**src/ipr_pkg.sv**
```systemverilog
// Package with the layout, reset values and carriers of the priority bank.
package ipr_pkg;

	// ************************************************************
	// Sizes
	// ************************************************************
	localparam int NUM_REGS  = 7;
	localparam int NUM_SRC   = 15;
	localparam int FLD_W     = 3;
	localparam int REG_W     = 16;
	localparam int DATA_W    = 32;
	localparam int BE_W      = DATA_W / 8;
	localparam int AV_ADDR_W = 5;

	typedef logic [REG_W-1:0]     ipr_word_t;
	typedef logic [AV_ADDR_W-1:0] ipr_addr_t;
	typedef logic [FLD_W-1:0]     ipr_fld_t;

	// ************************************************************
	// Register map, one aligned 32-bit word per register
	// ************************************************************
	localparam ipr_addr_t OFF_PRIO_5  = 5'h00;
	localparam ipr_addr_t OFF_PRIO_6  = 5'h04;
	localparam ipr_addr_t OFF_PRIO_7  = 5'h08;
	localparam ipr_addr_t OFF_PRIO_8  = 5'h0c;
	localparam ipr_addr_t OFF_PRIO_9  = 5'h10;
	localparam ipr_addr_t OFF_PRIO_10 = 5'h14;
	localparam ipr_addr_t OFF_PRIO_11 = 5'h18;

	localparam ipr_addr_t REG_OFF [NUM_REGS] = '{
		OFF_PRIO_5, OFF_PRIO_6, OFF_PRIO_7, OFF_PRIO_8,
		OFF_PRIO_9, OFF_PRIO_10, OFF_PRIO_11
	};

	// Implemented bits of each register; all others read as zero.
	localparam ipr_word_t REG_MASK [NUM_REGS] = '{
		16'h0007,
		16'h7770,
		16'h7777,
		16'h0077,
		16'h7770,
		16'h0070,
		16'h0070
	};

	// Every field wakes up at level four, pattern 100.
	localparam ipr_word_t PRIO_RESET_PATTERN = 16'h4444;
	localparam logic [NUM_SRC-1:0] SRC_ACTIVE_RESET = 15'h7fff;

	// ************************************************************
	// Field positions, source index to register and low bit
	// ************************************************************
	localparam int FLD_HI  = 12;
	localparam int FLD_MID = 8;
	localparam int FLD_LOW = 4;
	localparam int FLD_BOT = 0;

	localparam int SRC_REG [NUM_SRC] = '{
		0,
		1,
		1,
		1,
		2,
		2,
		2,
		2,
		3,
		3,
		4,
		4,
		4,
		5,
		6
	};

	localparam int SRC_LSB [NUM_SRC] = '{
		FLD_BOT, FLD_HI, FLD_MID, FLD_LOW, FLD_HI, FLD_MID, FLD_LOW,
		FLD_BOT, FLD_LOW, FLD_BOT, FLD_HI, FLD_MID, FLD_LOW, FLD_LOW,
		FLD_LOW
	};

	// ************************************************************
	// Carriers
	// ************************************************************
	// Last member is source 0, so source s sits at bits s*3 upward.
	typedef struct packed {
		ipr_fld_t parallel_port_prio;
		ipr_fld_t out_cmp_five_prio;
		ipr_fld_t in_cap_three_prio;
		ipr_fld_t in_cap_four_prio;
		ipr_fld_t in_cap_five_prio;
		ipr_fld_t spi_b_fault_prio;
		ipr_fld_t spi_b_event_prio;
		ipr_fld_t timer_five_prio;
		ipr_fld_t ext_irq2_prio;
		ipr_fld_t uart_b_rx_prio;
		ipr_fld_t uart_b_tx_prio;
		ipr_fld_t out_cmp_three_prio;
		ipr_fld_t out_cmp_four_prio;
		ipr_fld_t timer_four_prio;
		ipr_fld_t ext_irq1_prio;
	} ipr_prio_t;

	typedef struct packed {
		logic       hit;
		logic [2:0] idx;
	} ipr_dec_t;

	localparam ipr_fld_t PRIO_OFF  = 3'h0;
	localparam ipr_fld_t PRIO_TOP  = 3'h7;

endpackage

```
**src/ipr_regs.sv**
```systemverilog
// Interrupt priority register bank behind an Avalon-MM slave.
//
// Contract
// - Field value is the priority level directly.
// - Field value zero disables that source.
// - Every field resets to level four.
// - Unassigned bits ignore writes, read zero.
// - Fifth register: external irq one, bits 2-0.
// - Sixth register: timer four, bits 14-12.
// - Sixth register: compare four, bits 10-8.
// - Sixth register: compare three, bits 6-4.
// - Seventh register: second uart tx, 14-12.
// - Seventh register: second uart rx, 10-8.
// - Seventh register: external irq two, 6-4.
// - Seventh register: timer five, bits 2-0.
// - Eighth register: second spi event, 6-4.
// - Eighth register: second spi fault, 2-0.
// - Ninth register: capture five, bits 14-12.
// - Ninth register: capture four, bits 10-8.
// - Ninth register: capture three, bits 6-4.
// - Tenth register: compare five, bits 6-4.
// - Eleventh register: parallel port, bits 6-4.
//
// The address map and the Avalon-MM register port were chosen for this implementation.
`timescale 1ns/1ps

module ipr_regs
	import ipr_pkg::*;
(
	input  wire logic                 i_clk,
	input  wire logic                 i_rst,
	input  wire logic [AV_ADDR_W-1:0] i_avs_address,
	input  wire logic                 i_avs_read,
	input  wire logic                 i_avs_write,
	input  wire logic [DATA_W-1:0]    i_avs_writedata,
	input  wire logic [BE_W-1:0]      i_avs_byteenable,
	output logic      [DATA_W-1:0]    o_avs_readdata,
	output logic                      o_avs_waitrequest,
	output ipr_prio_t                 o_prio,
	output logic      [NUM_SRC-1:0]   o_src_active
);

	// ************************************************************
	// Address decode
	// ************************************************************
	function automatic ipr_dec_t decode(input ipr_addr_t a);
		ipr_dec_t d;
		d = '0;
		for (int i = 0; i < NUM_REGS; i++) begin
			if (a == REG_OFF[i]) begin
				d.hit = 1'b1;
				d.idx = 3'(i);
			end
		end
		return d;
	endfunction

	ipr_dec_t                 dec;
	logic                     req;
	logic                     wr_fire;
	ipr_word_t                lane_mask;
	ipr_word_t                prio_reg  [NUM_REGS];
	ipr_word_t                next_prio [NUM_REGS];
	logic [NUM_SRC*FLD_W-1:0] prio_vec;

	assign dec       = decode(i_avs_address);
	assign req       = i_avs_read | i_avs_write;
	// A write lands only on the edge where waitrequest is seen low.
	assign wr_fire   = i_avs_write & ~o_avs_waitrequest;
	assign lane_mask = {{8{i_avs_byteenable[1]}},
		{8{i_avs_byteenable[0]}}};

	// ************************************************************
	// Bus handshake
	// ************************************************************
	// One wait cycle per access keeps read data straight from a flop.
	always_ff @(posedge i_clk) begin
		if (i_rst) begin
			o_avs_waitrequest <= 1'b1;
		end else if (req && o_avs_waitrequest) begin
			o_avs_waitrequest <= 1'b0;
		end else begin
			o_avs_waitrequest <= 1'b1;
		end
	end

	always_ff @(posedge i_clk) begin
		if (i_rst) begin
			o_avs_readdata <= '0;
		end else if (i_avs_read && o_avs_waitrequest) begin
			if (dec.hit) begin
				o_avs_readdata <= DATA_W'(prio_reg[dec.idx]);
			end else begin
				o_avs_readdata <= '0;
			end
		end
	end

	// ************************************************************
	// Priority storage
	// ************************************************************
	always_comb begin
		for (int i = 0; i < NUM_REGS; i++) begin
			next_prio[i] = prio_reg[i];
			if (wr_fire && dec.hit && dec.idx == 3'(i)) begin
				// Masked merge drops writes to unassigned bits.
				next_prio[i] = (prio_reg[i]
					& ~(REG_MASK[i] & lane_mask))
					| (i_avs_writedata[REG_W-1:0]
					& REG_MASK[i] & lane_mask);
			end
		end
	end

	generate
		for (genvar g = 0; g < NUM_REGS; g++) begin : g_reg
			always_ff @(posedge i_clk) begin
				if (i_rst) begin
					prio_reg[g] <= REG_MASK[g] & PRIO_RESET_PATTERN;
				end else begin
					prio_reg[g] <= next_prio[g];
				end
			end

			reset_level_a: assert property (@(posedge i_clk)
				$past(i_rst) |->
				prio_reg[g] == (REG_MASK[g] & PRIO_RESET_PATTERN))
				else $error("priority register missed reset value");

			unimpl_zero_a: assert property (@(posedge i_clk)
				disable iff (i_rst)
				(prio_reg[g] & ~REG_MASK[g]) == '0)
				else $error("unassigned bit became set");

			write_land_a: assert property (@(posedge i_clk)
				disable iff (i_rst)
				wr_fire && dec.hit && dec.idx == 3'(g)
				&& i_avs_byteenable[1:0] == 2'b11 |=>
				prio_reg[g] == ($past(i_avs_writedata[REG_W-1:0])
				& REG_MASK[g]))
				else $error("write did not land in register");

			hold_idle_a: assert property (@(posedge i_clk)
				disable iff (i_rst)
				!(wr_fire && dec.hit && dec.idx == 3'(g)) |=>
				$stable(prio_reg[g]))
				else $error("register changed without a write");

			// Software may update one byte of a register on its own.
			lane_keep_a: assert property (@(posedge i_clk)
				disable iff (i_rst)
				wr_fire && dec.hit && dec.idx == 3'(g) |=>
				((prio_reg[g] ^ $past(prio_reg[g]))
				& ~$past(lane_mask)) == '0)
				else $error("write touched a disabled lane");
		end
	endgenerate

	// ************************************************************
	// Per-source outputs
	// ************************************************************
	always_comb begin
		prio_vec = '0;
		for (int s = 0; s < NUM_SRC; s++) begin
			prio_vec[s*FLD_W +: FLD_W] =
				prio_reg[SRC_REG[s]][SRC_LSB[s] +: FLD_W];
		end
	end

	// The level passes through unchanged; arbitration ranks it.
	assign o_prio = ipr_prio_t'(prio_vec);

	generate
		for (genvar s = 0; s < NUM_SRC; s++) begin : g_src
			always_ff @(posedge i_clk) begin
				if (i_rst) begin
					o_src_active[s] <= SRC_ACTIVE_RESET[s];
				end else begin
					o_src_active[s] <= next_prio[SRC_REG[s]]
						[SRC_LSB[s] +: FLD_W] != PRIO_OFF;
				end
			end

			src_gate_a: assert property (@(posedge i_clk)
				disable iff (i_rst)
				o_src_active[s] == (prio_vec[s*FLD_W +: FLD_W]
				!= PRIO_OFF))
				else $error("source enable disagrees with level");
		end
	endgenerate

	// ************************************************************
	// Bus and field checks
	// ************************************************************
	wait_once_a: assert property (@(posedge i_clk)
		disable iff (i_rst)
		req && o_avs_waitrequest |=> !o_avs_waitrequest ##1
		o_avs_waitrequest)
		else $error("waitrequest not a single low cycle");

	read_match_a: assert property (@(posedge i_clk)
		disable iff (i_rst)
		i_avs_read && !o_avs_waitrequest && dec.hit |->
		o_avs_readdata == DATA_W'(prio_reg[dec.idx]))
		else $error("read data differs from register");

	read_unmap_a: assert property (@(posedge i_clk)
		disable iff (i_rst)
		i_avs_read && !o_avs_waitrequest && !dec.hit |->
		o_avs_readdata == '0)
		else $error("unmapped read not zero");

	ext1_top_a: assert property (@(posedge i_clk)
		disable iff (i_rst)
		wr_fire && i_avs_address == OFF_PRIO_5
		&& i_avs_byteenable[0]
		&& i_avs_writedata[2:0] == PRIO_TOP |=>
		o_prio.ext_irq1_prio == PRIO_TOP && o_src_active[0])
		else $error("external irq one level not taken");

	timer4_pos_a: assert property (@(posedge i_clk)
		disable iff (i_rst)
		o_prio.timer_four_prio == prio_reg[1][14:12]
		&& o_prio.uart_b_tx_prio == prio_reg[2][14:12]
		&& o_prio.spi_b_fault_prio == prio_reg[3][2:0]
		&& o_prio.parallel_port_prio == prio_reg[6][6:4])
		else $error("field sits at the wrong bits");

	off_write_a: assert property (@(posedge i_clk)
		disable iff (i_rst)
		wr_fire && i_avs_address == OFF_PRIO_8
		&& i_avs_byteenable[0]
		&& i_avs_writedata[6:4] == PRIO_OFF |=>
		!o_src_active[8] ##1 !o_src_active[8] || wr_fire)
		else $error("disabled source still enabled");

	read_upper_a: assert property (@(posedge i_clk)
		disable iff (i_rst)
		o_avs_readdata[DATA_W-1:REG_W] == '0)
		else $error("read data upper half not zero");

	// Read data must stand until the next read is taken.
	read_hold_a: assert property (@(posedge i_clk)
		disable iff (i_rst)
		!(i_avs_read && o_avs_waitrequest) |=>
		$stable(o_avs_readdata))
		else $error("read data moved without a read");

	wait_reset_a: assert property (@(posedge i_clk)
		$past(i_rst) |->
		o_avs_waitrequest && o_avs_readdata == '0)
		else $error("bus outputs not at reset values");

	src_reset_a: assert property (@(posedge i_clk)
		$past(i_rst) |-> &o_src_active)
		else $error("a source came out of reset disabled");

	// ************************************************************
	// Field placement checks
	// ************************************************************
	// Each check names the struct member and the offset on its own, so a
	// slip in the shared source tables cannot hide behind them.
	ext1_field_a: assert property (@(posedge i_clk)
		disable iff (i_rst)
		wr_fire && i_avs_address == OFF_PRIO_5
		&& lane_mask[FLD_BOT] |=>
		o_prio.ext_irq1_prio
		== $past(i_avs_writedata[FLD_BOT +: FLD_W]))
		else $error("external irq one field misplaced");

	tmr4_field_a: assert property (@(posedge i_clk)
		disable iff (i_rst)
		wr_fire && i_avs_address == OFF_PRIO_6
		&& lane_mask[FLD_HI] |=>
		o_prio.timer_four_prio
		== $past(i_avs_writedata[FLD_HI +: FLD_W]))
		else $error("timer four field misplaced");

	cmp4_field_a: assert property (@(posedge i_clk)
		disable iff (i_rst)
		wr_fire && i_avs_address == OFF_PRIO_6
		&& lane_mask[FLD_MID] |=>
		o_prio.out_cmp_four_prio
		== $past(i_avs_writedata[FLD_MID +: FLD_W]))
		else $error("compare four field misplaced");

	cmp3_field_a: assert property (@(posedge i_clk)
		disable iff (i_rst)
		wr_fire && i_avs_address == OFF_PRIO_6
		&& lane_mask[FLD_LOW] |=>
		o_prio.out_cmp_three_prio
		== $past(i_avs_writedata[FLD_LOW +: FLD_W]))
		else $error("compare three field misplaced");

	utx_field_a: assert property (@(posedge i_clk)
		disable iff (i_rst)
		wr_fire && i_avs_address == OFF_PRIO_7
		&& lane_mask[FLD_HI] |=>
		o_prio.uart_b_tx_prio
		== $past(i_avs_writedata[FLD_HI +: FLD_W]))
		else $error("uart transmit field misplaced");

	urx_field_a: assert property (@(posedge i_clk)
		disable iff (i_rst)
		wr_fire && i_avs_address == OFF_PRIO_7
		&& lane_mask[FLD_MID] |=>
		o_prio.uart_b_rx_prio
		== $past(i_avs_writedata[FLD_MID +: FLD_W]))
		else $error("uart receive field misplaced");

	ext2_field_a: assert property (@(posedge i_clk)
		disable iff (i_rst)
		wr_fire && i_avs_address == OFF_PRIO_7
		&& lane_mask[FLD_LOW] |=>
		o_prio.ext_irq2_prio
		== $past(i_avs_writedata[FLD_LOW +: FLD_W]))
		else $error("external irq two field misplaced");

	tmr5_field_a: assert property (@(posedge i_clk)
		disable iff (i_rst)
		wr_fire && i_avs_address == OFF_PRIO_7
		&& lane_mask[FLD_BOT] |=>
		o_prio.timer_five_prio
		== $past(i_avs_writedata[FLD_BOT +: FLD_W]))
		else $error("timer five field misplaced");

	spi_event_a: assert property (@(posedge i_clk)
		disable iff (i_rst)
		wr_fire && i_avs_address == OFF_PRIO_8
		&& lane_mask[FLD_LOW] |=>
		o_prio.spi_b_event_prio
		== $past(i_avs_writedata[FLD_LOW +: FLD_W]))
		else $error("spi event field misplaced");

	spi_fault_a: assert property (@(posedge i_clk)
		disable iff (i_rst)
		wr_fire && i_avs_address == OFF_PRIO_8
		&& lane_mask[FLD_BOT] |=>
		o_prio.spi_b_fault_prio
		== $past(i_avs_writedata[FLD_BOT +: FLD_W]))
		else $error("spi fault field misplaced");

	cap5_field_a: assert property (@(posedge i_clk)
		disable iff (i_rst)
		wr_fire && i_avs_address == OFF_PRIO_9
		&& lane_mask[FLD_HI] |=>
		o_prio.in_cap_five_prio
		== $past(i_avs_writedata[FLD_HI +: FLD_W]))
		else $error("capture five field misplaced");

	cap4_field_a: assert property (@(posedge i_clk)
		disable iff (i_rst)
		wr_fire && i_avs_address == OFF_PRIO_9
		&& lane_mask[FLD_MID] |=>
		o_prio.in_cap_four_prio
		== $past(i_avs_writedata[FLD_MID +: FLD_W]))
		else $error("capture four field misplaced");

	cap3_field_a: assert property (@(posedge i_clk)
		disable iff (i_rst)
		wr_fire && i_avs_address == OFF_PRIO_9
		&& lane_mask[FLD_LOW] |=>
		o_prio.in_cap_three_prio
		== $past(i_avs_writedata[FLD_LOW +: FLD_W]))
		else $error("capture three field misplaced");

	cmp5_field_a: assert property (@(posedge i_clk)
		disable iff (i_rst)
		wr_fire && i_avs_address == OFF_PRIO_10
		&& lane_mask[FLD_LOW] |=>
		o_prio.out_cmp_five_prio
		== $past(i_avs_writedata[FLD_LOW +: FLD_W]))
		else $error("compare five field misplaced");

	port_field_a: assert property (@(posedge i_clk)
		disable iff (i_rst)
		wr_fire && i_avs_address == OFF_PRIO_11
		&& lane_mask[FLD_LOW] |=>
		o_prio.parallel_port_prio
		== $past(i_avs_writedata[FLD_LOW +: FLD_W]))
		else $error("parallel port field misplaced");

endmodule

```
**config.mk**
```make
export PLATFORM = sky130hd
export DESIGN_NAME = ipr_regs
export DESIGN_NICKNAME = d
export VERILOG_FILES = /design/src/ipr_pkg.sv /design/src/ipr_regs.sv
export SDC_FILE = /design/constraint.sdc
export NUM_CORES = 1
export LEC_CHECK = 0
export BUFFER_PORTS_ARGS = -buffer_cell sky130_fd_sc_hd__buf_4
export CAP_MARGIN = 20
export CELL_PAD_IN_SITES_DETAIL_PLACEMENT = 1
export CELL_PAD_IN_SITES_GLOBAL_PLACEMENT = 2
export CORE_MARGIN = 2
export CORE_UTILIZATION = 31
export CTS_BUF_LIST = sky130_fd_sc_hd__clkbuf_2 sky130_fd_sc_hd__clkbuf_4 sky130_fd_sc_hd__clkbuf_8
export DETAILED_ROUTE_END_ITERATION = 8
export PLACE_DENSITY = 0.9
export SYNTH_ARGS = -nofsm -noshare
export SYNTH_HDL_FRONTEND = slang
export SYNTH_SLANG_ARGS = --single-unit
```
**constraint.sdc**
```tcl
create_clock -name i_clk -period 5.3 [get_ports i_clk]
set_input_delay 0.53 -clock i_clk [delete_from_list [all_inputs] [get_ports i_clk]]
set_output_delay 0.53 -clock i_clk [all_outputs]
set_load 0.02 [all_outputs]
```
==> flow_summary.yaml, run 1 <==
sta:
  fin_crit_sh: 0.4738
  worst_pin_slew_ps: 999.2
  slew_viol_final: 0
  fin_setup_tns_ps: 0
  slew_headroom: 0.3310
  min_period_ps: 2511
  hold_viol: 0
  skew_ps: 9.852
  setup_viol: 0
  rsz0062_at_grt: "false"
  max_freq_ghz: 0.3983
clocking:
  cts_buffer_depth: 2
  cts_resized: 0
  cts_sinks: 73
  htreeDepth: 3
  numCtsBuffers: 9
  cts_hold_buf: 0
  clk_latency_ps: 360
  cts_tree: "done"
  root_buffer: "clkbuf_8"
  cts.clk_slew.worst_paths_ps: 80
  post_cts_buffers: 0
synth:
  synth_area_per_cell_sq_um: 9.057
  synth_top_family_by_area: "simple AND/OR/NAND/NOR gates"
  ys_warn_count: 0
  synthSimpleGateAreaFrac: 0.2099
  synth_cell_types: 49
  synth_edf_count: 0
  synth_seq_area_share: 0.4191
  synthCells: 385
  synth_compound_area_frac: 0.1726
  synthFlopType: "dfxtp_1"
  syn_area_sq_um: 3487
  ys_seq_elements: 73
  synth_fa_ha_area_frac: 0
  synthXorXnorAreaFrac: 0
  synthArstFlopShare: 0
  muxShareOfSynthArea: 0.1005
cells_and_area:
  nets: 508
  largest_reg_flops: 45
  n_antenna_cell: 0
  syn_to_final_growth_pct: 25.98
  drive_above_1_share: 0.2756
placed_design:
  port_buffers: 95
  hpwl_mm: 7.681
  gp_congestion: 0.8190
floorplan:
  io_pins: 138
  dieArea_sq_um: 12110
  die-width_um: 110.1
  row_count: 38
  fp.dieH_um: 110.1
  start_util: 0.3203
  coreArea_sq_um: 10890
routing:
  final_antenna_net_count: 0
  wire_per_inst_um: 17.38
  routed_wirelength_mm: 10.57
  drtIter0Drc: 139
  vias: 3137
  vias_per_cell: 5.160
  drc: 0
  dr.pass1.iters: 4
global_route:
  grt_overflow: 0
  grt_pass1_vias: 3237
  grt_pass1_wl_mm: 17.05
  antenna_found_initial: 0
  grt_util_all_layers: 0.1824
  grt_max_degree: 72
run:
  maxCapViolations: 0
critical_path:
  start_kind: "primary input"
  crit_path_max_fanout: 30
  endpoint_kind: "register"
  critPathKind: "primary input to register"
  critical_path_required_ps: 5550
  cp_data_arrival_time_ps: 2760
hold_path:
  hold_path_class: "primary input to register"
status:
  status: "finished clean"
power_and_ir_drop:
  finalPower_mw: 1.144
  p_per_area_nw_per_um2: 260.4
  power.leakage_nw: 1.817
  vdd_drop_max_v: 0.0001265
cells in the mapped netlist (all sizes together) (4+ instances only):
| cell type | n | share of area |
|---|---|---|
| a211o | 15 | 0.038 |
| a21o | 5 | 0.011 |
| a21oi | 18 | 0.026 |
| a32oi | 7 | 0.018 |
| buf | 32 | 0.067 |
| clkbuf | 18 | 0.019 |
| dfxtp | 73 | 0.42 |
| inv | 10 | 0.011 |
| mux2i | 35 | 0.10 |
| nand2 | 12 | 0.013 |
| nand3 | 4 | 0.0057 |
| nor2 | 49 | 0.053 |
| nor2b | 14 | 0.025 |
| nor3 | 16 | 0.027 |
| nor4 | 4 | 0.0072 |
| o21ai | 4 | 0.0057 |
| o22ai | 6 | 0.011 |
| o32ai | 8 | 0.020 |
| or2 | 7 | 0.013 |
| or3 | 4 | 0.0072 |
| or4 | 8 | 0.017 |
worst max-delay path, stage by stage:
cell and delay (ps):
buf_4 220, or4b_1 720, nor3b_2 880, nor2b_1 120, a211o_1 290
final timing paths:
| path | depth (start not counted) | slack [ps] | startpoint | end |
|---|---|---|---|---|
| setup / recovery | 5 | 2790 | i_avs_address[3] | prio_reg[1][10] |
| hold / removal | 2 | 380 | i_avs_write | o_avs_waitrequest |
| setup reg to reg | 4 | 3280 | o_avs_waitrequest | prio_reg[1][10] |
| hold reg to reg | 2 | 490 | o_avs_readdata[0] | o_avs_readdata[0] |
cell families (layout without fill, tap and decap cells):
logic type | Yosys count | in the layout
flops | 73 | 73
other cells | 1 | 20
mux | 35 | 35
buf+inv | 60 | 124
compound gates | 81 | 81
simple gates | 135 | 135
cells in the final DEF (no fill, tap or decap), types with 2 or more instances in the layout:
master and instances:
nor3_1 13, inv_1 10, a22o_1 3, nor3_2 3, and3b_1 2, a21oi_1 18
o32ai_1 8, a22oi_1 3, o21ai_0 4, clkbuf_8 10, nor4_1 4, nor2_1 49
nor2b_1 14, or4_1 8, or2_2 7, or3b_1 2, conb_1 20, a211o_1 15
nand3b_1 2, dfxtp_1 73, bufinv_16 2, o21bai_1 3, a32oi_1 7, clkinv_2 2
buf_4 98, a21o_1 5, a31oi_1 2, or3_1 4, and3_1 2, o22ai_1 6
and2_1 2, nand2_1 12, mux2i_1 35, nand3_1 4
per-stage QoR:
stage | setup slack, ps | area, sq um | hold WS (ps) | cells | util
finish | 2789 | 4393 | 375.2 | 608 | 0.4035
CTS | 2822 | 4393 | 352.3 | 608 | 0.4035
global placement | 2512 | 4169 | 461.6 | 592 | 0.3829
detailed placement | 2444 | 4169 | 473.1 | 592 | 0.3829
global route | 2733 | 4393 | 363.6 | 608 | 0.4035
floorplan | 3060 | 3558 | 538.7 | 404 | -
final cells by class:
| class | count | area, sq um |
|---|---|---|
| clock inverter | 5 | 78.83 |
| multi-input combinational | 271 | 1759 |
| sequential | 73 | 1461 |
| clock buffer | 11 | 145.1 |
| timing repair buffer | 98 | 735.7 |
| tap | 140 | 175.2 |
| fill | 1260 | 6495 |
| inverter | 10 | 37.54 |
where the power goes:
part	switching, mW	internal (mW)
clock network	0.215	0.283
registers	0.00243	0.550
logic	0.0654	0.0282
total	0.283	0.861
metal layers:
layer,vias up,share of wire,track usage
met5,-,0,0
met4,0,0.010,0.05606
met3,7,0.048,0.04174
met2,81,0.49,0.3019
met1,1549,0.46,0.2354
li1,1500,-,-
Note: power is estimated with default switching activity, not from simulation.
==> inputs of run 2 (changes only) <==
--- a/config.mk
+++ b/config.mk
@@ -10,10 +10,10 @@
 export CELL_PAD_IN_SITES_DETAIL_PLACEMENT = 1
 export CELL_PAD_IN_SITES_GLOBAL_PLACEMENT = 2
 export CORE_MARGIN = 2
-export CORE_UTILIZATION = 31
+export CORE_UTILIZATION = 29
 export CTS_BUF_LIST = sky130_fd_sc_hd__clkbuf_2 sky130_fd_sc_hd__clkbuf_4 sky130_fd_sc_hd__clkbuf_8
 export DETAILED_ROUTE_END_ITERATION = 8
-export PLACE_DENSITY = 0.9
+export PLACE_DENSITY = 0.85
 export SYNTH_ARGS = -nofsm -noshare
 export SYNTH_HDL_FRONTEND = slang
 export SYNTH_SLANG_ARGS = --single-unit
==> constraint.sdc (replaced) <==
create_clock -name i_clk -period 2.6 [get_ports i_clk]
set_input_delay 0.26 -clock i_clk [delete_from_list [all_inputs] [get_ports i_clk]]
set_output_delay 0.26 -clock i_clk [all_outputs]
set_load 0.02 [all_outputs]
==> run 2 against run 1 <==
  * Clock-buffer cell count up 1
  * Sequential power up 100%
  * Worst hold slack worse by 270 ps
  * Flip-flop and latch count unchanged
  * Critical path depth down 1
  * Combinational power up 110%
  * Via count down 0.19%
  * Highest routed layer unchanged
==> flow_summary.yaml, run 2 (synthesis results as in run 1) <==
global_route:
  grt_pass1_vias: 3161
  grt_pass1_wl_mm: 16.50
  grt_max_degree: 39
  antenna_found_initial: 0
  grt_util_all_layers: 0.1626
  grt_overflow: 0
sta:
  min_period_ps: 1911
  fin_crit_sh: 0.7349
  slew_viol_final: 0
  slew_headroom: 0.6150
  skew_ps: 5.992
  whs_ps: 102.8
  fin_setup_tns_ps: 0
  rsz0062_at_grt: "false"
  max_freq_ghz: 0.5234
  hold_viol: 0
  setup_viol: 0
  worst_pin_slew_ps: 577.5
floorplan:
  io_pins: 138
  row_count: 40
  start_util: 0.2940
  fp.dieH_um: 113.7
  dieArea_sq_um: 12920
  die-width_um: 113.7
  coreArea_sq_um: 11860
power_and_ir_drop:
  vdd_drop_max_v: 0.0002088
  p_per_area_nw_per_um2: 549.1
  power.leakage_nw: 1.868
  finalPower_mw: 2.471
routing:
  drc: 0
  drtIter0Drc: 85
  routed_wirelength_mm: 10.52
  dr.pass1.iters: 4
  vias_per_cell: 5.026
  vias: 3131
  wire_per_inst_um: 16.89
  final_antenna_net_count: 0
cells_and_area:
  largest_reg_flops: 45
  final_common_cell: "buf_4"
  n_antenna_cell: 0
  finalNonFillerCells: 623
  drive_above_1_share: 0.2878
  final_cell_mix: "buf_4 (106), dfxtp_1 (73), nor2_1 (49), mux2i_1 (35), conb_1 (20)"
  n_fill_cell: 1376
  seq_area_sq_um: 1461
  syn_to_final_growth_pct: 29.06
  nets: 516
  multi_input_area_sq_um: 1759
critical_path:
  r2r_end: "prio_reg[0][2]"
  r2r_setup_slack_ps: 690
  r2r_cells: 4
  critPathKind: "register to register"
  cp_data_arrival_time_ps: 2170
  crit_path_max_fanout: 8
  r2r-start: "o_avs_waitrequest"
  endpoint_kind: "register"
  critical_path_required_ps: 2860
  start_kind: "register"
placed_design:
  gp_congestion: 0.8766
  place_inst: 607
  hpwl_mm: 7.753
  port_buffers: 95
clocking:
  root_buffer: "clkbuf_8"
  cts_buffer_depth: 2
  cts_hold_buf: 0
  cts_tree: "done"
  clk_latency_ps: 360
  cts_sinks: 73
  htreeDepth: 3
  cts.clk_slew.worst_paths_ps: 80
  numCtsBuffers: 9
  post_cts_buffers: 0
  cts_resized: 0
run:
  maxCapViolations: 0
hold_path:
  hold-path-cell-count: 2
  hold_path_class: "primary input to register"
  min_to: "o_avs_waitrequest"
  hp-start: "i_avs_write"
status:
  status: "finished clean"
[run 2: changes by cell type in the layout (fill, tap and decap cells not counted)]
cell and change:
clkinvlp_4 +1, buf_4 +8, clkinv_2 -2, bufinv_16 +1
clkbuf_4 -1, clkbuf_8 +2, clkinv_4 -1
[run 2: area by class of cell]
class                           count  area share
Multi-Input combinational cell    271      0.3909
Sequential cell                    73      0.3247
Timing Repair Buffer              106      0.1768
Tap cell                          147     0.04087
Clock buffer                       12     0.03670
Clock inverter                      4     0.02168
Inverter                           10    0.008340
[run 2: worst max path at each step]
stage | endpoint | slack (ps) | depth (start not counted) | from
finish | prio_reg[0][2] | 690 | 4 | o_avs_waitrequest
global route | prio_reg[0][2] | 520 | 4 | o_avs_waitrequest
CTS | prio_reg[0][2] | 660 | 4 | o_avs_waitrequest
detailed placement | o_src_active[5] | 360 | 5 | i_avs_address[3]
global placement | o_src_active[5] | 380 | 5 | i_avs_address[3]
floorplan | o_src_active[5] | 630 | 6 | i_avs_address[1]
[run 2: metal layers]
layer  up-vias  routed length (um)  global-route usage
met1      1535                4846              0.2084
met2        71                5114              0.2750
met4         0                 184             0.06992
met3        11                 375             0.02179
met5         -                   0                   0
li1       1514                   -                   -
[run 2: report_power, final]
part	switching [mW]	internal, mW	total, mW	leakage, nW
sequential	0.00489	1.12	1.13	0.590
combinational	0.133	0.0629	0.196	1.15
clock	0.433	0.716	1.15	0.129
total	0.571	1.90	2.47	1.87
[run 2: stage by stage]
step           instance area (sq um)  utilization  setup WS [ps]
2_1_floorplan                   3558            -          630.4
3_3_place_gp                    4238       0.3573          376.6
3_5_place_dp                    4238       0.3573          364.2
4_1_cts                         4501       0.3794          657.2
5_1_grt                         4501       0.3794          519.4
6_report                        4501       0.3794          689.4
[run 2: critical path: stages, from the launching register on]
cell and delay (ps):
dfxtp_1 390, nand3b_1 430, a311oi_2 600, nor2b_1 110, a211o_1 280
==> inputs of run 3 (changes only) <==
==> constraint.sdc (replaced) <==
create_clock -name i_clk -period 1.85 [get_ports i_clk]
set_input_delay 0.185 -clock i_clk [delete_from_list [all_inputs] [get_ports i_clk]]
set_output_delay 0.185 -clock i_clk [all_outputs]
set_load 0.02 [all_outputs]
==> run 3 against run 2 <==
  * Worst hold slack worse by 49 ps
  * Die area unchanged
  * Sequential share of layout area decreased by 1.6 points
  * Via count grew 3.2%
  * Clock skew about the same
  * Register-to-register slack got worse by 600 ps
  * Wire length grew 2.9%
  * Clock-buffer cell count fell by 1
  * Global-route usage grew 0.35 points
  * Flip-flop and latch count unchanged
  * Critical path type unchanged
  * Critical endpoint is now o_src_active[13]
  * Largest power group unchanged
==> flow_summary.yaml, run 3 (synthesis results as in run 1) <==
floorplan:
  fp.dieH_um: 113.7
  die-width_um: 113.7
  row_count: 40
  coreArea_sq_um: 11860
  io_pins: 138
  start_util: 0.2940
  dieArea_sq_um: 12920
global_route:
  grt_pass1_vias: 3327
  grt_max_degree: 58
  antenna_found_initial: 0
  grt_util_all_layers: 0.1661
  grt_pass1_wl_mm: 17.06
  grt_overflow: 0
clocking:
  post_cts_buffers: 0
  clk_latency_ps: 350
  cts_buffer_depth: 2
  numCtsBuffers: 9
  cts_hold_buf: 0
  cts_sinks: 73
  cts_tree: "done"
  cts.clk_slew.worst_paths_ps: 70
  cts_resized: 0
  htreeDepth: 3
  root_buffer: "clkbuf_8"
critical_path:
  r2r_end: "o_src_active[13]"
  r2r-start: "o_avs_waitrequest"
  start_kind: "register"
  crit_path_max_fanout: 6
  r2r_cells: 6
  endpoint_kind: "register"
  r2r_setup_slack_ps: 90
  critical_path_required_ps: 2100
  cp_data_arrival_time_ps: 2000
  critPathKind: "register to register"
hold_path:
  hold-path-cell-count: 2
  hp-start: "i_avs_write"
  min_to: "o_avs_waitrequest"
  hold_path_class: "primary input to register"
sta:
  fin_crit_sh: 0.9491
  rsz0062_at_grt: "false"
  hold_viol: 0
  worst_pin_slew_ps: 584.4
  whs_ps: 53.94
  slew_headroom: 0.6104
  max_freq_ghz: 0.5695
  slew_viol_final: 0
  min_period_ps: 1756
  setup_viol: 0
  skew_ps: 6.074
cells_and_area:
  largest_reg_flops: 45
  final_common_cell: "buf_4"
  nets: 543
  drive_above_1_share: 0.3280
  finalNonFillerCells: 650
  n_antenna_cell: 0
  syn_to_final_growth_pct: 35.56
  final_cell_mix: "buf_4 (133), dfxtp_1 (73), nor2_1 (49), mux2i_1 (35), conb_1 (20)"
  final_core_util: 0.3985
  n_fill_cell: 1384
routing:
  routed_wirelength_mm: 10.82
  dr.pass1.iters: 4
  wire_per_inst_um: 16.65
  vias_per_cell: 4.969
  drtIter0Drc: 131
  final_antenna_net_count: 0
  vias: 3230
  drc: 0
run:
  maxCapViolations: 0
power_and_ir_drop:
  power.leakage_nw: 2.011
  vdd_drop_max_v: 0.0003435
  finalPower_mw: 3.598
  p_per_area_nw_per_um2: 761.2
placed_design:
  port_buffers: 95
  place_inst: 634
  gp_congestion: 0.7956
  hpwl_mm: 8.201
status:
  status: "finished clean"
==> run 3: cell type report <==
cell class,instances,area (sq um),share of cell area
multi-input cells,271,1769,0.3743
flip-flops and latches,73,1461,0.3092
repair buffers,133,998.5,0.2112
well taps,147,183.9,0.03891
clock buffers,11,151.4,0.03203
clock inverters,5,125.1,0.02647
inverters,10,37.54,0.007941
==> run 3: per-stage QoR <==
step           cell area [sq um]  setup TNS (ps)  setup slack (ps)
2_1_floorplan               3581               0             16.76
3_3_place_gp                4451          -156.5            -43.30
3_5_place_dp                4451          -371.1            -69.97
4_1_cts                     4727               0             96.01
5_1_grt                     4727               0             19.05
6_report                    4727               0             94.10
==> run 3: worst max-delay path by stage <==
stage | end | slack (ps) | start | cells past startpoint
6_report | o_src_active[13] | 90 | o_avs_waitrequest | 6
5_1_grt | o_src_active[13] | 20 | o_avs_waitrequest | 6
4_1_cts | o_src_active[13] | 100 | o_avs_waitrequest | 6
3_5_place_dp | prio_reg[2][9] | -70 | i_avs_address[1] | 6
3_3_place_gp | prio_reg[2][13] | -40 | i_avs_address[1] | 6
2_1_floorplan | o_src_active[10] | 20 | i_avs_address[0] | 6
==> run 3: layer usage <==
layer | GRT usage | part of all wire
met1 | 0.2112 | 0.46
met2 | 0.2826 | 0.48
met3 | 0.03454 | 0.043
met4 | 0.05366 | 0.011
met5 | 0 | 0
==> run 3: critical path, stage by stage, from the launching register on <==
cell and delay, ps:
dfxtp_1 380, nand3b_1 290, buf_4 200, nor3_2 50
buf_4 150, or4_1 410, a21o_1 190
==> run 3: where the power goes <==
part / leakage (nW) / internal, mW / total [mW] / switching (mW)
Sequential: 0.590 / 1.58 / 1.58 / 0.00510
Clock: 0.140 / 1.10 / 1.71 / 0.606
Combinational: 1.28 / 0.112 / 0.308 / 0.195
Total: 2.01 / 2.79 / 3.60 / 0.807
